**src/hdl/imr_pkg.sv**
```systemverilog
// Function
// [RQ1] control bits choose tri-state or push-pull pins
// [RQ2] sources sharing a pin are ORed
// [RQ3] lock bit selects synchronous-sample mapping
// [RQ4] lock mode: handshake goes to pin a
// [RQ5] lock mode: enabled motion events to pin a
// [RQ6] lock mode: no buffer, sample pulse pin b
// [RQ7] free mode: status bits mirror pin levels
// [RQ8] free mode: handshake on pin a or polled
// [RQ9] free mode: motion routing bit picks pin
// [RQ10] five bits enable motion engines individually
// [RQ11] bypass enables sample pulse, else buffer
// [RQ12] buffer interrupt pin chosen by bit two
// [RQ13] block bit gates sample pulse to pin b
// [RQ14] data updates while low, then timed pulse
// [RQ15] pulse width depends on rate and sensors
// [RQ16] host reads data while pin b high
// [RQ17] reset gives default mode, sensors off
// [RQ18] rate 11xx, sensors off: slow clock idle
// [RQ19] power-down request stops blocks, keeps registers; the code acts on it only with both sensors off
// [RQ20] accel only: normal or low-power by rate
// [RQ21] snooze keeps gyro drive, no gyro data
// [RQ22] both enabled: snooze gives accel data only
// [RQ23] command done set, cleared by acknowledge write
package imr_pkg;
  // register byte addresses
  localparam logic [7:0] pin_and_power_control_reg_addr = 8'h00;
  localparam logic [7:0] accel_rate_control_reg_addr    = 8'h04;
  localparam logic [7:0] sensor_enable_control_reg_addr = 8'h08;
  localparam logic [7:0] event_routing_control_reg_addr = 8'h0c;
  localparam logic [7:0] host_command_reg_addr          = 8'h10;
  localparam logic [7:0] irq_status_reg_addr            = 8'h14;
  localparam logic [7:0] buffer_mode_reg_addr           = 8'h18;
  localparam logic [7:0] op_mode_reg_addr               = 8'h1c;
  // field positions
  localparam int power_down_request_bit = 0;
  localparam int buf_irq_pin_a_bit      = 2;
  localparam int pin_a_drive_bit        = 3;
  localparam int pin_b_drive_bit        = 4;
  localparam int accel_enable_bit       = 0;
  localparam int gyro_enable_bit        = 1;
  localparam int gyro_snooze_bit        = 4;
  localparam int new_sample_pulse_block_bit = 5;
  localparam int lock_enable_bit        = 7;
  localparam int motion_to_pin_a_bit    = 6;
  localparam int handshake_poll_bit     = 7;
  localparam int command_finished_bit   = 7;
  localparam int status_pin_a_bit       = 1;
  localparam int status_pin_b_bit       = 0;
  localparam int motion_engines         = 5;
  // reset values and codes
  localparam logic [7:0] ctrl_reset_value = 8'h00;
  localparam logic [7:0] command_ack_code = 8'h00;
  localparam logic [1:0] buffer_bypass    = 2'h0;
  localparam logic [1:0] rate_low_power   = 2'h3;
  // pulse timing
  localparam int clock_hz       = 50_000_000;
  localparam int pulse_ns_short = 100;
  localparam int pulse_ns_long  = 200;
  localparam int pulse_cycles_short = (pulse_ns_short * (clock_hz / 1_000_000) + 999) / 1000;
  localparam int pulse_cycles_long  = (pulse_ns_long * (clock_hz / 1_000_000) + 999) / 1000;

  // operating modes
  typedef enum logic [3:0]
  {
    imr_mode_default    = 4'h0,
    imr_mode_low_power  = 4'h1,
    imr_mode_power_down = 4'h2,
    imr_mode_accel      = 4'h3,
    imr_mode_accel_lp   = 4'h4,
    imr_mode_gyro_snz   = 4'h5,
    imr_mode_gyro       = 4'h6,
    imr_mode_imu        = 4'h7,
    imr_mode_accel_snz  = 4'h8
  } imr_mode_t;

  // event sources
  typedef struct packed
  {
    logic       cmd_done;
    logic [4:0] motion;
    logic       buf_irq;
    logic       sample_tick;
  } imr_src_t;
endpackage

```
**src/hdl/imr_pulse.sv**
```systemverilog
`timescale 1ns/100ps
// data-ready pulse generator with selectable width
module imr_pulse
(
  // clock and reset
  input  wire logic       aclk,
  input  wire logic       aresetn,
  // control
  input  wire logic       tick,
  input  wire logic       long_width,
  // output
  output logic            pulse
);
  typedef struct packed
  {
    logic       high;
    logic [7:0] count;
  } imr_pulse_state_t;

  imr_pulse_state_t state;
  imr_pulse_state_t next_state;

  // start on tick, clear when count expires
  always_comb
  begin
    next_state = state;
    if (tick && !state.high)
    begin
      next_state.high  = 1'b1;
      next_state.count = long_width ? 8'(imr_pkg::pulse_cycles_long) : 8'(imr_pkg::pulse_cycles_short); // RQ15
    end
    else if (state.high)
    begin
      if (state.count <= 8'h01)
      begin
        next_state.high  = 1'b0; // RQ14
        next_state.count = 8'h00;
      end
      else
      begin
        next_state.count = state.count - 8'h01;
      end
    end
  end

  always_ff @(posedge aclk)
  begin
    if (!aresetn)
      state <= '0;
    else
      state <= next_state;
  end

  assign pulse = state.high;

  pulse_width_a: assert property (@(posedge aclk) disable iff (!aresetn)
    $rose(pulse) && !$past(long_width) |-> pulse [*5] ##1 !pulse) // RQ15
    else $error("short pulse width wrong");
endmodule

```
**src/hdl/imr_router.sv**
```systemverilog
// Added by the designer: register access over AXI4-Lite and the placing of the registers.
`timescale 1ns/100ps
// interrupt router with axi4-lite register slave
module imr_router
(
  // clock and reset
  input  wire logic        aclk,
  input  wire logic        aresetn,
  // write address
  input  wire logic [7:0]  s_axi_awaddr,
  input  wire logic        s_axi_awvalid,
  output logic             s_axi_awready,
  // write data
  input  wire logic [31:0] s_axi_wdata,
  input  wire logic [3:0]  s_axi_wstrb,
  input  wire logic        s_axi_wvalid,
  output logic             s_axi_wready,
  // write response
  output logic [1:0]       s_axi_bresp,
  output logic             s_axi_bvalid,
  input  wire logic        s_axi_bready,
  // read address
  input  wire logic [7:0]  s_axi_araddr,
  input  wire logic        s_axi_arvalid,
  output logic             s_axi_arready,
  // read data
  output logic [31:0]      s_axi_rdata,
  output logic [1:0]       s_axi_rresp,
  output logic             s_axi_rvalid,
  input  wire logic        s_axi_rready,
  // internal sources
  input  wire logic        cmd_complete,
  input  wire logic [4:0]  motion_event,
  input  wire logic        buffer_irq,
  input  wire logic        sample_tick,
  // pins
  output logic             irq_pin_a_o,
  output logic             irq_pin_a_oe,
  output logic             irq_pin_b_o,
  output logic             irq_pin_b_oe,
  // operating state
  output logic [4:0]       motion_engine_enable,
  output logic             buffer_enable,
  output logic             slow_clock_select,
  output logic             blocks_powered,
  output logic             accel_data_on,
  output logic             gyro_drive_on,
  output logic             gyro_data_on,
  output logic             data_update,
  output imr_pkg::imr_mode_t op_mode
);
  typedef struct packed
  {
    logic [7:0]         pin_and_power_control_reg;
    logic [7:0]         accel_rate_control_reg;
    logic [7:0]         sensor_enable_control_reg;
    logic [7:0]         event_routing_control_reg;
    logic [7:0]         host_command_reg;
    logic [1:0]         buffer_mode;
    logic               command_finished_flag;
    logic               aw_held;
    logic [7:0]         aw_addr;
    logic               w_held;
    logic [31:0]        w_data;
    logic [3:0]         w_strb;
    logic               bvalid;
    logic [1:0]         bresp;
    logic               rvalid;
    logic [31:0]        rdata;
    logic [1:0]         rresp;
    logic               pin_a;
    logic               pin_b;
    logic               data_update;
    imr_pkg::imr_mode_t mode;
  } imr_state_t;

  imr_state_t state;
  imr_state_t next_state;
  logic       new_sample_pulse;
  logic       lock_sampling_mode;
  logic       sample_path_on;
  logic       wr_fire;
  logic       ack_write;
  logic       pin_a_level;
  logic       pin_b_level;
  logic [31:0] status_word;
  logic        wide_pulse;
  logic [3:0]  rate_hi;

  // mode decode from control registers
  assign lock_sampling_mode = state.sensor_enable_control_reg[imr_pkg::lock_enable_bit]; // RQ3
  assign sample_path_on = lock_sampling_mode || (state.buffer_mode == imr_pkg::buffer_bypass); // RQ6 RQ11
  assign buffer_enable = !lock_sampling_mode && (state.buffer_mode != imr_pkg::buffer_bypass); // RQ6 RQ11
  assign motion_engine_enable = state.event_routing_control_reg[imr_pkg::motion_engines-1:0]; // RQ10
  assign rate_hi = state.accel_rate_control_reg[3:0];
  assign wide_pulse = state.sensor_enable_control_reg[imr_pkg::accel_enable_bit]
                    && state.sensor_enable_control_reg[imr_pkg::gyro_enable_bit] || rate_hi[3];

  // data-ready pulse with width chosen from rate and sensors
  imr_pulse u_pulse
  (
    .aclk       (aclk),
    .aresetn    (aresetn),
    .tick       (sample_tick && (accel_data_on || gyro_data_on)),
    .long_width (wide_pulse), // RQ15
    .pulse      (new_sample_pulse)
  );

  // pin levels, sources ORed per pin
  always_comb
  begin
    logic [4:0] mot;
    mot = motion_event & motion_engine_enable;
    pin_a_level = 1'b0;
    pin_b_level = 1'b0;
    if (lock_sampling_mode)
    begin
      pin_a_level = state.command_finished_flag | (|mot); // RQ2 RQ4 RQ5
      pin_b_level = new_sample_pulse; // RQ6
    end
    else
    begin
      if (!state.event_routing_control_reg[imr_pkg::handshake_poll_bit])
        pin_a_level = state.command_finished_flag; // RQ8
      if (state.event_routing_control_reg[imr_pkg::motion_to_pin_a_bit])
        pin_a_level = pin_a_level | (|mot); // RQ9 RQ2
      else
        pin_b_level = pin_b_level | (|mot); // RQ9
      if (buffer_enable)
      begin
        if (state.pin_and_power_control_reg[imr_pkg::buf_irq_pin_a_bit])
          pin_a_level = pin_a_level | buffer_irq; // RQ12
        else
          pin_b_level = pin_b_level | buffer_irq; // RQ12
      end
      else if (!state.sensor_enable_control_reg[imr_pkg::new_sample_pulse_block_bit])
        pin_b_level = pin_b_level | new_sample_pulse; // RQ13
    end
  end

  // pin drivers; push-pull when bit set, else released
  assign irq_pin_a_o  = state.pin_a;
  assign irq_pin_b_o  = state.pin_b;
  assign irq_pin_a_oe = state.pin_and_power_control_reg[imr_pkg::pin_a_drive_bit]; // RQ1
  assign irq_pin_b_oe = state.pin_and_power_control_reg[imr_pkg::pin_b_drive_bit]; // RQ1

  // sensor power outputs
  always_comb
  begin
    logic accel_enable;
    logic gen;
    logic snz;
    accel_enable = state.sensor_enable_control_reg[imr_pkg::accel_enable_bit];
    gen = state.sensor_enable_control_reg[imr_pkg::gyro_enable_bit];
    snz = state.sensor_enable_control_reg[imr_pkg::gyro_snooze_bit];
    slow_clock_select = !accel_enable && !gen && (rate_hi[3:2] == imr_pkg::rate_low_power); // RQ18
    blocks_powered = !(!accel_enable && !gen && state.pin_and_power_control_reg[imr_pkg::power_down_request_bit]); // RQ19
    accel_data_on = accel_enable; // RQ20 RQ22
    gyro_drive_on = gen; // RQ21
    gyro_data_on  = gen && !snz; // RQ21 RQ22
  end

  assign data_update = state.data_update;
  assign op_mode     = state.mode;

  // mirror word for the status register
  always_comb
  begin
    status_word = 32'h0;
    status_word[imr_pkg::command_finished_bit] = state.command_finished_flag;
    if (!lock_sampling_mode)
    begin
      status_word[imr_pkg::status_pin_a_bit] = state.pin_a; // RQ7
      status_word[imr_pkg::status_pin_b_bit] = state.pin_b; // RQ7
    end
  end

  assign wr_fire   = state.aw_held && state.w_held && !state.bvalid;
  assign ack_write = wr_fire && state.aw_addr == imr_pkg::host_command_reg_addr && state.w_strb[0]
                   && state.w_data[7:0] == imr_pkg::command_ack_code;

  // bus handshakes
  assign s_axi_awready = !state.aw_held;
  assign s_axi_wready  = !state.w_held;
  assign s_axi_arready = !state.rvalid;
  assign s_axi_bvalid  = state.bvalid;
  assign s_axi_bresp   = state.bresp;
  assign s_axi_rvalid  = state.rvalid;
  assign s_axi_rdata   = state.rdata;
  assign s_axi_rresp   = state.rresp;

  // next state: bus slave, registers, flags, pins, mode
  always_comb
  begin
    logic accel_enable;
    logic gen;
    logic snz;
    logic odr_lp;
    accel_enable = state.sensor_enable_control_reg[imr_pkg::accel_enable_bit];
    gen = state.sensor_enable_control_reg[imr_pkg::gyro_enable_bit];
    snz = state.sensor_enable_control_reg[imr_pkg::gyro_snooze_bit];
    odr_lp = (rate_hi[3:2] == imr_pkg::rate_low_power);
    next_state = state;
    next_state.pin_a = pin_a_level;
    next_state.pin_b = pin_b_level;
    next_state.data_update = sample_tick && !new_sample_pulse; // RQ14
    if (s_axi_awvalid && !state.aw_held)
    begin
      next_state.aw_held = 1'b1;
      next_state.aw_addr = s_axi_awaddr;
    end
    if (s_axi_wvalid && !state.w_held)
    begin
      next_state.w_held = 1'b1;
      next_state.w_data = s_axi_wdata;
      next_state.w_strb = s_axi_wstrb;
    end
    if (wr_fire)
    begin
      next_state.aw_held = 1'b0;
      next_state.w_held  = 1'b0;
      next_state.bvalid  = 1'b1;
      next_state.bresp   = 2'b00;
      if (state.w_strb[0])
      begin
        unique case (state.aw_addr)
          imr_pkg::pin_and_power_control_reg_addr: next_state.pin_and_power_control_reg = state.w_data[7:0];
          imr_pkg::accel_rate_control_reg_addr:    next_state.accel_rate_control_reg = state.w_data[7:0];
          imr_pkg::sensor_enable_control_reg_addr: next_state.sensor_enable_control_reg = state.w_data[7:0];
          imr_pkg::event_routing_control_reg_addr: next_state.event_routing_control_reg = state.w_data[7:0];
          imr_pkg::host_command_reg_addr:          next_state.host_command_reg = state.w_data[7:0];
          imr_pkg::buffer_mode_reg_addr:           next_state.buffer_mode = state.w_data[1:0];
          imr_pkg::irq_status_reg_addr, imr_pkg::op_mode_reg_addr: ;
          default: next_state.bresp = 2'b10;
        endcase
      end
    end
    if (state.bvalid && s_axi_bready)
      next_state.bvalid = 1'b0;
    if (s_axi_arvalid && !state.rvalid)
    begin
      next_state.rvalid = 1'b1;
      next_state.rresp  = 2'b00;
      unique case (s_axi_araddr)
        imr_pkg::pin_and_power_control_reg_addr: next_state.rdata = {24'h0, state.pin_and_power_control_reg};
        imr_pkg::accel_rate_control_reg_addr:    next_state.rdata = {24'h0, state.accel_rate_control_reg};
        imr_pkg::sensor_enable_control_reg_addr: next_state.rdata = {24'h0, state.sensor_enable_control_reg};
        imr_pkg::event_routing_control_reg_addr: next_state.rdata = {24'h0, state.event_routing_control_reg};
        imr_pkg::host_command_reg_addr:          next_state.rdata = {24'h0, state.host_command_reg};
        imr_pkg::irq_status_reg_addr:            next_state.rdata = status_word;
        imr_pkg::buffer_mode_reg_addr:           next_state.rdata = {30'h0, state.buffer_mode};
        imr_pkg::op_mode_reg_addr:               next_state.rdata = {28'h0, state.mode};
        default:
        begin
          next_state.rdata = 32'h0;
          next_state.rresp = 2'b10;
        end
      endcase
    end
    if (state.rvalid && s_axi_rready)
      next_state.rvalid = 1'b0;
    // completion wins over a same-cycle acknowledge
    if (ack_write)
      next_state.command_finished_flag = 1'b0; // RQ23
    if (cmd_complete)
      next_state.command_finished_flag = 1'b1; // RQ23
    // operating mode decode
    if (!accel_enable && !gen)
    begin
      if (state.pin_and_power_control_reg[imr_pkg::power_down_request_bit])
        next_state.mode = imr_pkg::imr_mode_power_down; // RQ19
      else if (odr_lp)
        next_state.mode = imr_pkg::imr_mode_low_power; // RQ18
      else
        next_state.mode = imr_pkg::imr_mode_default; // RQ17
    end
    else if (accel_enable && !gen)
      next_state.mode = odr_lp ? imr_pkg::imr_mode_accel_lp : imr_pkg::imr_mode_accel; // RQ20
    else if (!accel_enable)
      next_state.mode = snz ? imr_pkg::imr_mode_gyro_snz : imr_pkg::imr_mode_gyro; // RQ21
    else
      next_state.mode = snz ? imr_pkg::imr_mode_accel_snz : imr_pkg::imr_mode_imu; // RQ22
  end

  // state register, default mode at reset
  always_ff @(posedge aclk)
  begin
    if (!aresetn)
    begin
      state <= '0; // RQ17
      state.mode <= imr_pkg::imr_mode_default;
    end
    else
      state <= next_state;
  end

  lock_pin_a_a: assert property (@(posedge aclk) disable iff (!aresetn)
    lock_sampling_mode && state.command_finished_flag |=> irq_pin_a_o || !$past(lock_sampling_mode)) // RQ4
    else $error("handshake missing on pin a");
  lock_pin_b_a: assert property (@(posedge aclk) disable iff (!aresetn)
    lock_sampling_mode && $past(lock_sampling_mode) |-> irq_pin_b_o == $past(new_sample_pulse)) // RQ6
    else $error("pin b not sample pulse");
  status_mirror_a: assert property (@(posedge aclk) disable iff (!aresetn)
    s_axi_arvalid && !state.rvalid && s_axi_araddr == imr_pkg::irq_status_reg_addr && !lock_sampling_mode
    |=> s_axi_rdata[1:0] == $past({irq_pin_a_o, irq_pin_b_o})) // RQ7
    else $error("status mirror wrong");
  drive_mode_a: assert property (@(posedge aclk) disable iff (!aresetn)
    irq_pin_a_oe == state.pin_and_power_control_reg[3] && irq_pin_b_oe == state.pin_and_power_control_reg[4]) // RQ1
    else $error("drive mode wrong");
  done_set_a: assert property (@(posedge aclk) disable iff (!aresetn)
    cmd_complete |=> state.command_finished_flag) // RQ23
    else $error("done flag not set");
  done_clear_a: assert property (@(posedge aclk) disable iff (!aresetn)
    ack_write && !cmd_complete |=> !state.command_finished_flag) // RQ23
    else $error("done flag not cleared");
  buffer_sel_a: assert property (@(posedge aclk) disable iff (!aresetn)
    buffer_enable |-> !lock_sampling_mode && state.buffer_mode != 2'h0) // RQ11
    else $error("buffer enable wrong");
  snooze_data_a: assert property (@(posedge aclk) disable iff (!aresetn)
    gyro_drive_on && state.sensor_enable_control_reg[4] |-> !gyro_data_on) // RQ21
    else $error("gyro data in snooze");
  power_down_a: assert property (@(posedge aclk) disable iff (!aresetn)
    !blocks_powered |-> !accel_data_on && !gyro_drive_on ##1 op_mode == imr_pkg::imr_mode_power_down) // RQ19
    else $error("power down with sensors");
endmodule

```
**config.mk**
```make
export PLATFORM = sky130hd
export DESIGN_NAME = imr_router
export DESIGN_NICKNAME = d
export VERILOG_FILES = /design/src/hdl/imr_pkg.sv /design/src/hdl/imr_pulse.sv /design/src/hdl/imr_router.sv
export SDC_FILE = /design/constraint.sdc
export NUM_CORES = 1
export LEC_CHECK = 0
export BUFFER_PORTS_ARGS = -buffer_cell sky130_fd_sc_hd__buf_4
export CORE_MARGIN = 2
export CORE_UTILIZATION = 45
export CTS_CLUSTER_DIAMETER = 50
export DETAILED_ROUTE_END_ITERATION = 7
export MAX_ROUTING_LAYER = met4
export PLACE_DENSITY = 0.79
export SETUP_SLACK_MARGIN = 0.5
export SLEW_MARGIN = 30
export SYNTH_ARGS = -nofsm -noshare
export SYNTH_HDL_FRONTEND = slang
export SYNTH_HIERARCHICAL = 1
export SYNTH_SLANG_ARGS = --single-unit
```
**constraint.sdc**
```tcl
create_clock -name aclk -period 4 [get_ports aclk]
set_input_delay 0.4 -clock aclk [delete_from_list [all_inputs] [get_ports aclk]]
set_output_delay 0.4 -clock aclk [all_outputs]
set_load 0.05 [all_outputs]
```
Word-level counts from Yosys, hierarchy flattened
Cells that the tools add are included.

Output and inout port bits: 61. Bits of input ports: 67. Bits in registers: 116.

Add/subtract/negate cells: 1. Bitwise gates (word level): 7. Multiplexer cells: 33. Equal/unequal tests: 15. $lt $le $gt $ge: 1. Reduce and logical (&&, ||, !) cells: 50.

Operators with widths (number): == test 8 x 5 -> 1 bit (second input constant) (8); case mux 8 bit (8 select lines) (1); == test 8 x 4 -> 1 bit (second input constant) (4); zero test 8 bit (3); logical AND 1 bit (20); two-way mux 4 bit (5); two-way mux 9 bit (2); AND reduction 3 bit (6); two-way mux 1 bit (17); == test 8 x 3 -> 1 bit (second input constant) (2); OR reduction 8 bit (2); two-way mux 2 bit (6); zero test 1 bit (10); <= comparator 8 x 1 -> 1 bit (second input constant) (1); two-way mux 8 bit (1); subtractor 8 x 1 -> 8 bit (second input constant) (1); nonzero test 2 bit (3); OR reduction 2 bit (3); bitwise AND 5 bit (1); bitwise OR 1 bit (5); OR reduction 5 bit (1); two-way mux 3 bit (1); == test 2 bit (second input constant) (1); logical OR 1 bit (2); NOT 1 bit (1).

Depth between registers and ports, before layout
Gate-level depths: netlist of run 1.

Depth after elaboration: 9. Gate-level depth with buffers: 8.

By module
The synthesis of run 1 kept the hierarchy.

Modules (own cells, without submodules): imr_router (cells each 459, area each 3936.3 µm², instances 1); imr_pulse (cells each 65, area each 558.0 µm², instances 1).

Worst setup path after synthesis of run 1
Ideal clock, no wire load.

Path kind: reg-to-reg. From: register state, in the netlist gyro_drive_on. To: register u_pulse/state[7] (netlist name). Data required time: 3.879 ns. Clock period less this slack: 2.678 ns. Library setup time: 0.121 ns. Data arrival time: 2.557 ns. Path slack: 1.322 ns. Buffers on the path: 2. Stages on the path, launching flop included: 9. Path through: dfxtp_1 > clkbuf_1 > nor2b_1 > o21a_1 > or2_2 > clkbuf_1 > nor2_1 > a31oi_1 > o21ai_1.

Word-level cells in the longest chain between the ends: 5.

RTL lines: start: declaration (line imr_router.sv:77) `imr_state_t state;`; start signal: assignment (line imr_router.sv:294) `state <= next_state;`; logical AND 1 bit * (line imr_router.sv:160) `gyro_data_on = gen && !snz;`; net gyro_data_on (line imr_router.sv:48) `output logic gyro_data_on,`; logical OR 1 bit * (line imr_router.sv:104) `.tick (sample_tick && (accel_data_on || gyro_data_on)),`; logical AND 1 bit * (line imr_router.sv:104); logical AND 1 bit * (line imr_pulse.sv:27) `if (tick && !state.high)`; two-way mux 9 bit or nonzero test 2 bit (tied branches); end signal: assignment (line imr_pulse.sv:51) `state <= next_state;`; end: declaration (line imr_pulse.sv:20) `imr_pulse_state_t state;`.

Mark *: on every way through the listed nets, which the timed path passes. The rest lies on a longest branch. A chain may end at the register's enable or synchronous reset.

Final worst setup path of run 1
From: register state[88] (netlist name). To: register state, in the netlist rate_hi[3].

Word-level cells in the longest chain between the ends: 2.

RTL lines: == test 8 x 3 -> 1 bit (line imr_router.sv:226) `unique case (state.aw_addr)`; AND reduction 3 bit (no source line).

No other way between the ends.

==> impl_results.md, run 1 <==
* CP endpoint kind: flip-flop
* PD cells at 366 mW/mm²
* WP data required at 4.29 ns
* Seq pwr share at 0.496
* Yosys warns at 6
* Register bit total from synthesis at 90
* Worst-case clock buffer depth at 2
* Clock transition at the registers of the reported paths at 0.09 ns
* # DRC at 0
* Ports at 128
* Via density at 5.52
* Setup tns final at 0 ns
* H-tree Lvls at 3
* Post-route ant nets at 0
* CP Class: flip-flop to flip-flop
* Post-synth EDFFs at 0
* Vias in the first global route at 3647
* Status: finished clean
* Initial drt markers at 197
* Max_slew headroom at 0.406
* Cell Area, Synth at 0.00449 mm²
* Count of final hold-check violations at 0
* Critical path fanouts, max at 13
* Number of nets in the layout at 633
* CTS buffer count at 9
* Distinct cells, synth at 59
* Clk_lat worst skew at 0.36 ns
* Post_cts resized at 0
* Placer Congestion at 0.872
* Achievable frequency at 0.383 GHz
* Finished layout cell area at 0.00512 mm²
* Clk_skew at 0.00701 ns
* Num rows at 36
* Die X at 104 µm
* Hold buffer count at CTS at 0
* Total GRT Usage at 0.208
* Worst slew pin tran at 0.889 ns
* Final period utilization at 0.654
* # Max-Cap Violations at 0
* Synth Instances at 524
* Initial antenna violation count at 0
* Hold Crit Start: s_axi_wvalid
* Leading register cell type out of synthesis: dfxtp_1
* Int Pwr at 0.00139 W
* Register area share after synthesis at 0.401
* Ys async rst share at 0
* Peak supply drop at 0.000206 V
* ANT cells at 0
* Worst r2r src: state[88]
* Buffers on Ports at 74
* Die footprint at 0.0108 mm²
* Worst hold path type: input pin to flip-flop
* First-pass GRT wire length at 17700 µm
* Leakage at 1.99 nW
* Final Power at 0.00187 W
* Via count at 3856
* Setup violators final at 0
* Post-place instance area at 0.00487 mm²
* Drt wl/cell at 15.5 µm
* Root buffer cell: clkbuf_8
* Reg area at 0.00180 mm²
* Pin count of the biggest net entering global routing at 56
* CP startpoint kind: flip-flop
* Total grt overflow at 0
* RSZ-0062 raised after global routing: no
* CP startpoint: state[88]
* Clock group share of total power at 0.393
* WL final at 10800 µm
* PnR worst setup slack at 1.39 ns
* Fin crit period at 2.61 ns
* Core box area at 0.00973 mm²
* DP HPWL at 7870 µm
* Sw frac at 0.260
* Psw at 0.000487 W
* Dpl ws at 1.44 ns
* CTS tree: done
* Fillers at 894
* Layout area overhead at 13.8%
* First drt pass iteration count at 5
* Die Span Y at 104 µm
* Postcts setup bufs at 0
* Initial Utilization at 0.462
* Crit path DAT at 2.90 ns
* Synthesized area per cell at 8.58 µm²
* Area of the multi-input gates at 0.00229 mm²
* Comb pwr share at 0.111
* Clock sink total at 90
* Count of pins over their slew limit at 0
* Ratio of cells with drive above 1 in the final layout at 0.205
## worst max-delay path, cell delays in order, from the launching register on
cell	delay [ns]
dfxtp_1	0.33
or4_4	0.57
or3_1	0.61
nor4_4	0.78
mux2i_1	0.26
## final cells by class
type / instances / share of cell area
repair buffers: 76 / 0.112
clock inverters: 7 / 0.0227
flip-flops and latches: 90 / 0.352
well taps: 133 / 0.0325
inverters: 12 / 0.00880
clock buffers: 9 / 0.0242
multi-input cells: 372 / 0.448
## cells by family after synthesis
family	Yosys count	synth area share
AOI/OAI and AO/OA	106	0.152
adders and majority gates	5	0.0139
buffers and inverters	87	0.112
DFF	90	0.401
muxes	43	0.106
other	1	0.000834
and+or+nand+nor	192	0.215
## state kept, by name, indices dropped and copies added (netlist names), 4 cells and up
| name | flops |
|---|---|
| s_axi_rdata | 8 |
| motion_engine_enable | 5 |
| u_pulse/state | 8 |
| rate_hi | 4 |
| op_mode | 4 |
| state | 48 |
## final timing paths
path / endpoint / slack, ns / cells after the start
max: rate_hi[3] / 1.39 / 4
min: state[81] / 0.25 / 3
max reg2reg: rate_hi[3] / 1.39 / 4
min reg2reg: s_axi_rdata[6] / 0.46 / 2
## per-stage QoR
step / cells / hold WS (ns) / util
global placement: 683 / 0.437 / 0.500
detailed placement: 683 / 0.444 / 0.500
global route: 699 / 0.267 / 0.526
finish: 699 / 0.252 / 0.526
CTS: 699 / 0.244 / 0.525
floorplan: 549 / 0.416 / -
## power groups by stage
stage / registers [W] / logic, W / clock network (W)
final: 0.000930 / 0.000207 / 0.000736
after global routing: 0.000933 / 0.000222 / 0.000789
after CTS: 0.000930 / 0.000206 / 0.000751
after detailed placement: 0.000951 / 0.000206 / 0
after global placement: 0.000950 / 0.000202 / 0
after floorplan: 0.000950 / 0.000166 / 0
## cells in the mapped netlist, types with 4 or more instances
master / number / area, µm²
nand3_1: 21 / 105
nand2_1: 79 / 297
or2_2: 5 / 31.3
a31oi_1: 4 / 25.0
nand3b_1: 4 / 30.0
o21ai_0: 21 / 105
clkbuf_1: 25 / 93.8
a22oi_1: 8 / 60.1
o22ai_1: 4 / 25.0
mux2_2: 5 / 56.3
or3_1: 4 / 25.0
dfxtp_1: 90 / 1800
nor2b_1: 8 / 50.1
o21ai_1: 9 / 45.0
inv_1: 12 / 45.0
nor3_1: 9 / 45.0
buf_4: 45 / 338
nor2_1: 30 / 113
a21oi_1: 36 / 180
ha_1: 5 / 62.6
mux2i_1: 35 / 350
nand2b_1: 9 / 56.3
nor4_1: 5 / 31.3
## cells in the final DEF, fill, tap and decap left out, types with 3 or more instances in the layout
cell type  synthesis  final
nor3_1             9      7
a21oi_1           36     36
nand3_1           21     21
or3_1              4      4
nor4_1             5      5
a22oi_1            8      8
mux2i_1           35     35
nand2_1           79     79
o22ai_1            4      4
nor2_1            30     30
clkbuf_8           0      9
dfxtp_1           90     90
nand3b_1           4      4
a31oi_1            4      4
or2_2              5      5
ha_1               5      5
o21ai_1            9      9
buf_4             45     76
bufinv_16          0      3
inv_1             12     12
mux4_2             3      3
mux2_2             5      5
nor2b_1            8      8
a211oi_1           3      3
nand2b_1           9      9
conb_1             1     26
o21ai_0           21     21
## routing by layer
metal | global-route usage | vias up | part of all wire
met5 | - | - | 0
met4 | 0.0849 | 0 | 0.024
met3 | 0.0514 | 26 | 0.076
met2 | 0.325 | 155 | 0.48
met1 | 0.257 | 1832 | 0.42
li1 | - | 1843 | -
Power figures use the tool's default switching activity.
==> run 2: changes to the inputs <==
--- a/config.mk
+++ b/config.mk
@@ -11,7 +11,7 @@
 export CTS_CLUSTER_DIAMETER = 50
 export DETAILED_ROUTE_END_ITERATION = 7
 export MAX_ROUTING_LAYER = met4
-export PLACE_DENSITY = 0.79
+export PLACE_DENSITY = 0.81
 export SETUP_SLACK_MARGIN = 0.5
 export SLEW_MARGIN = 30
 export SYNTH_ARGS = -nofsm -noshare
==> constraint.sdc (replaced) <==
create_clock -name aclk -period 2.1 [get_ports aclk]
set_input_delay 0.21 -clock aclk [delete_from_list [all_inputs] [get_ports aclk]]
set_output_delay 0.21 -clock aclk [all_outputs]
set_load 0.05 [all_outputs]
==> run 2 against run 1 <==
Compared with the run above:
- global-route usage up 1.1 points
- routed wire length rose by 7.5%
- fmax up 35%
- clock skew is 0.0027 ns higher
- utilization rose by 3.1 points
- register-to-register slack got worse by 1.2 ns
- critical endpoint is now state[125]
==> impl_results.md, run 2 (same netlist as run 1, synthesis figures left out) <==
* FF-to-FF setup slack at 0.16 ns (-1.22 ns)
* CTS buffer count at 9 (unchanged)
* Hold buffer count at CTS at 0 (unchanged)
* Ratio of cells with drive above 1 in the final layout at 0.282 (+0.0771)
* Crit path DAT at 2.24 ns (-0.66 ns)
* Root buffer cell: clkbuf_8
* Initial Utilization at 0.462 (unchanged)
* Count of pins over their slew limit at 0 (unchanged)
* Largest Register: state
* Placer Congestion at 0.888 (+1.9%)
* CTS tree: done
* Clock transition at the registers of the reported paths at 0.09 ns (about the same)
* Vias in the first global route at 3785 (+3.8%)
* # DRC at 0 (unchanged)
* Via density at 5.50 (-0.31%)
* Status: finished clean
* Drt wl/cell at 16.0 µm (+3.6%)
* Hold Crit Depth at 3 (unchanged)
* Peak supply drop at 0.000372 V (+81%)
* Die Span Y at 104 µm (unchanged)
* ANT cells at 0 (unchanged)
* Pin count of the biggest net entering global routing at 38 (-32%)
* Count of final hold-check violations at 0 (unchanged)
* Buffers on Ports at 74 (unchanged)
* Max reg flops at 48 (unchanged)
* Worst slew pin tran at 0.508 ns (-0.381 ns)
* Leading cell type in the layout, fill and taps excluded: buf_4
* Total grt overflow at 0 (unchanged)
* Worst r2r src: state[88]
* WL final at 11600 µm (+7.5%)
* Via count at 3987 (+3.4%)
* Die X at 104 µm (unchanged)
* Layout area overhead at 20.6%
* RR Endpoint: state[125]
* CP startpoint kind: flip-flop
* Clock sink total at 90 (unchanged)
* Setup tns final at 0 ns (unchanged)
* First drt pass iteration count at 5 (unchanged)
* RSZ-0062 raised after global routing: yes
* PD cells at 592 mW/mm² (+62%)
* CP startpoint: state[88]
* Clk_lat worst skew at 0.37 ns (about the same)
* Core box area at 0.00973 mm² (unchanged)
* # Max-Cap Violations at 0 (unchanged)
* Initial drt markers at 312 (+58%)
* Critical path fanouts, max at 8 (-5)
* Post-route ant nets at 0 (unchanged)
* Die footprint at 0.0108 mm² (unchanged)
* Worst hold path type: input pin to flip-flop
* CP Class: flip-flop to flip-flop
* Fin crit period at 1.94 ns (-0.677 ns)
* Worst-case clock buffer depth at 2 (unchanged)
* CP endpoint kind: flip-flop
* Setup violators final at 0 (unchanged)
* Num rows at 36 (unchanged)
* H-tree Lvls at 3 (unchanged)
* Clk_skew at 0.00973 ns (+0.00272 ns)
* DP HPWL at 7970 µm (+1.3%)
* Max_slew headroom at 0.661 (+0.255)
* Achievable frequency at 0.516 GHz (+35%)
* Reg2Reg Depth at 5 (+1)
* Number of nets in the layout at 660 (+4.3%)
* Hold Crit Start: s_axi_awvalid
* Total GRT Usage at 0.219 (+0.0113)
* Initial antenna violation count at 0 (unchanged)
* Hold EP: state[90]
* WP data required at 2.40 ns (-1.89 ns)
* First-pass GRT wire length at 18500 µm (+4.2%)
* Final design utilization at 0.557 (+0.0314)
* Ports at 128 (unchanged)
* Final period utilization at 0.922 (+0.269)
* Most frequent cells in the layout: buf_4 (95), dfxtp_1 (83), nand2_1 (78)
* Leakage at 2.13 nW (+6.8%)
## run 2: worst max path at each step
stage | endpoint | slack, ns
after floorplan | rate_hi[0] | 0.03
after global placement | motion_engine_enable[1] | 0.12
after detailed placement | state[125] | 0.07
after CTS | state[125] | 0.15
after global routing | state[125] | 0.07
final | state[125] | 0.16
## run 2: metrics by stage
stage	total power [W]	instance area [µm²]	hold WS [ns]	setup WS (ns)	std cells
2_1_floorplan	0.00213	4690	0.326	0.0336	549
3_3_place_gp	0.00221	5060	0.426	0.117	697
3_5_place_dp	0.00222	5060	0.436	0.0698	697
4_1_cts	0.00320	5360	0.0501	0.150	722
5_1_grt	0.00333	5420	0.0541	0.0715	725
6_report	0.00321	5420	0.0621	0.163	725
## run 2: final cells by class
type | instances | area, µm²
clock inverters | 4 | 20.0
fillers | 854 | 4310
inverters | 12 | 51.3
flip-flops and latches | 90 | 1820
repair buffers | 103 | 838
multi-input cells | 372 | 2390
well taps | 133 | 166
clock buffers | 11 | 131
## run 2: layer usage
metal / GRT usage / up-vias / wire [µm]
met1: 0.258 / 1892 / 4860
met3: 0.0470 / 35 / 709
met4: 0.107 / 0 / 378
li1: - / 1896 / -
met5: - / - / 0
met2: 0.355 / 164 / 5680
## run 2: timing repair
| item | in CTS | in global routing |
|---|---|---|
| gates cloned | 1 | 2 |
| endpoints found under the setup margin | 47 | 50 |
| resized for setup | 25 | 13 |
| setup buffers | 9 | 1 |
| pin swaps | 6 | 2 |
## run 2: power breakdown
part / internal [W] / switching [W] / total, W
Clock: 0.000417 / 0.000596 / 0.00101
Combinational: 0.000136 / 0.000297 / 0.000433
Sequential: 0.00173 / 0.0000309 / 0.00176
## run 2: critical path: stages, from the launching register on
cell and delay, ns:
dfxtp_1 0.32, or4_4 0.53, or3_4 0.43, nor4_4 0.21, buf_12 0.18, mux2i_1 0.20
==> run 3: changes to the inputs <==
--- a/config.mk
+++ b/config.mk
@@ -7,11 +7,11 @@
 export LEC_CHECK = 0
 export BUFFER_PORTS_ARGS = -buffer_cell sky130_fd_sc_hd__buf_4
 export CORE_MARGIN = 2
-export CORE_UTILIZATION = 45
+export CORE_UTILIZATION = 47
 export CTS_CLUSTER_DIAMETER = 50
 export DETAILED_ROUTE_END_ITERATION = 7
 export MAX_ROUTING_LAYER = met4
-export PLACE_DENSITY = 0.81
+export PLACE_DENSITY = 0.84
 export SETUP_SLACK_MARGIN = 0.5
 export SLEW_MARGIN = 30
 export SYNTH_ARGS = -nofsm -noshare
==> constraint.sdc (replaced) <==
create_clock -name aclk -period 1.6 [get_ports aclk]
set_input_delay 0.16 -clock aclk [delete_from_list [all_inputs] [get_ports aclk]]
set_output_delay 0.16 -clock aclk [all_outputs]
set_load 0.05 [all_outputs]
==> run 3 against run 2 <==
Compared with the run above:
- total power rose by 48%
- largest power group unchanged
- global-route usage is 4.1 points higher
- utilization is 15 points higher
- cell area grew 20%
- first-iteration DRC count increased by 38%
- critical path depth did not move
- clock skew is essentially flat
- non-clock buffer count rose by 44
- clock-buffer cell count did not move
- worst hold slack lost 0.051 ns
- the run now ends with negative setup slack left
- die area is 4.1% lower
==> impl_results.md, run 3 (same netlist as run 1, synthesis figures left out) <==
* DP HPWL at 8450 µm (+6.0%)
* PD cells at 732 mW/mm² (+24%)
* Leading cell type in the layout, fill and taps excluded: buf_4
* Count of pins over their slew limit at 0 (unchanged)
* CP Class: flip-flop to flip-flop
* Critical path fanouts, max at 8 (unchanged)
* Finished Layout Cells at 769 (+6.1%)
* Vias in the first global route at 4134 (+9.2%)
* Via count at 4465 (+12%)
* Root buffer cell: clkbuf_8
* Max_slew headroom at 0.670 (+0.00945)
* Violated checks: negative setup slack
* First drt pass iteration count at 5 (unchanged)
* Final period utilization at 1.29 (+0.363)
* Placed Cells at 710 (+1.9%)
* # DRC at 0 (unchanged)
* Initial antenna violation count at 0 (unchanged)
* Crit path DAT at 2.34 ns (+0.10 ns)
* Placer Congestion at 0.932 (+4.9%)
* Count of final hold-check violations at 0 (unchanged)
* H-tree Lvls at 3 (unchanged)
* Core box area at 0.00924 mm² (-5.0%)
* Total grt overflow at 0 (unchanged)
* Status: finished with violations
* Drt wl/cell at 18.9 µm (+18%)
* Die X at 102 µm (-2.1%)
* WL final at 14600 µm (+25%)
* # Max-Cap Violations at 0 (unchanged)
* Setup violators final at 45 (+45)
* CP endpoint kind: flip-flop
* Clock sink total at 90 (unchanged)
* Hold Crit Start: s_axi_awvalid
* RSZ-0062 raised after global routing: yes
* Worst hold path type: input pin to flip-flop
* Hold Crit Depth at 3 (unchanged)
* CTS tree: done
* Max reg flops at 48 (unchanged)
* Most frequent cells in the layout: buf_4 (89), nand2_1 (68), dfxtp_1 (59)
* PnR worst setup slack at -0.456 ns (-0.619 ns)
* RR Endpoint: state[125]
* Worst r2r src: state[88]
* Worst-case clock buffer depth at 2 (unchanged)
* Largest Register: state
* Fin crit period at 2.06 ns (+0.119 ns)
* Total GRT Usage at 0.260 (+0.0414)
* Worst slew pin tran at 0.491 ns (-0.0169 ns)
* Reg2Reg Depth at 5 (unchanged)
* Hold buffer count at CTS at 0 (unchanged)
* Via density at 5.81 (+5.6%)
* Clk_lat worst skew at 0.37 ns (about the same)
* Num rows at 35 (-2.8%)
* Achievable frequency at 0.486 GHz (-5.8%)
* Ports at 128 (unchanged)
* ANT cells at 0 (unchanged)
* Buffers on Ports at 74 (unchanged)
* FF-to-FF setup slack at -0.46 ns (-0.62 ns)
* Pin count of the biggest net entering global routing at 30 (-21%)
* Ratio of cells with drive above 1 in the final layout at 0.480 (+0.198)
* CP startpoint kind: flip-flop
* Number of nets in the layout at 707 (+7.1%)
* Clk_skew at 0.00946 ns (-0.000269 ns)
* Leakage at 2.52 nW (+19%)
* Initial drt markers at 430 (+38%)
* Fillers at 626 (-27%)
* Initial Utilization at 0.486 (+0.0245)
* First-pass GRT wire length at 20400 µm (+10%)
* Post-route ant nets at 0 (unchanged)
* Hold EP: state[90]
* Clock transition at the registers of the reported paths at 0.09 ns (about the same)
* CTS buffer count at 9 (unchanged)
* Layout area overhead at 44.5%
* Die Span Y at 102 µm (-2.1%)
* Peak supply drop at 0.000576 V (+55%)
* Setup tns final at -14.33 ns (-14.33 ns)
* WP data required at 1.88 ns (-0.52 ns)
* Die footprint at 0.0104 mm² (-4.1%)
run 3: worst max-delay path by stage:
stage / startpoint / end / slack (ns) / depth (start not counted)
floorplan: state[88] / rate_hi[0] / -0.47 / 5
global placement: state[88] / motion_engine_enable[0] / -0.38 / 5
detailed placement: state[88] / motion_engine_enable[4] / -0.49 / 5
CTS: state[88] / rate_hi[1] / -0.38 / 5
global route: state[88] / state[125] / -0.54 / 5
finish: state[88] / state[125] / -0.46 / 5
run 3: repair_timing:
action	in CTS	in global routing
setup endpoints to repair	100	106
pin swaps	40	25
cloned	5	1
resized for setup	124	80
setup buffers	27	10
run 3: final cells by class:
cell class	count	area, µm²	area share
clock inverter	5	58.8	0.00905
sequential	90	1870	0.288
inverter	12	57.6	0.00886
multi-input combinational	375	2800	0.431
tap	129	161	0.0248
clock buffer	11	163	0.0250
timing repair buffer	147	1390	0.214
run 3: critical path, cell delays in order, from the launching register on:
cell and delay [ns]:
dfxtp_2 0.33, or4_4 0.53, or3_4 0.46, nor4_4 0.22
buf_12 0.18, mux2i_1 0.25
run 3: where the power goes:
group | internal [W] | leakage (nW) | switching (W)
sequential | 0.00226 | 0.748 | 0.0000370
combinational | 0.000272 | 1.66 | 0.000455
clock | 0.000863 | 0.107 | 0.000864
run 3: through the flow:
stage | total power [W] | utilization | hold slack [ns] | area, µm² | worst slack [ns]
after floorplan | 0.00281 | - | 0.276 | 4810 | -0.466
after global placement | 0.00294 | 0.572 | 0.373 | 5280 | -0.383
after detailed placement | 0.00295 | 0.572 | 0.394 | 5280 | -0.486
after CTS | 0.00469 | 0.664 | 0.0114 | 6130 | -0.376
after global routing | 0.00488 | 0.703 | 0.0259 | 6500 | -0.545
final | 0.00475 | 0.703 | 0.0110 | 6500 | -0.456
run 3: metal layers:
metal | vias to the layer above | GRT usage | share of wire
li1 | 1992 | - | -
met1 | 2119 | 0.303 | 0.37
met2 | 284 | 0.432 | 0.50
met3 | 70 | 0.0324 | 0.082
met4 | 0 | 0.147 | 0.044
met5 | - | - | 0
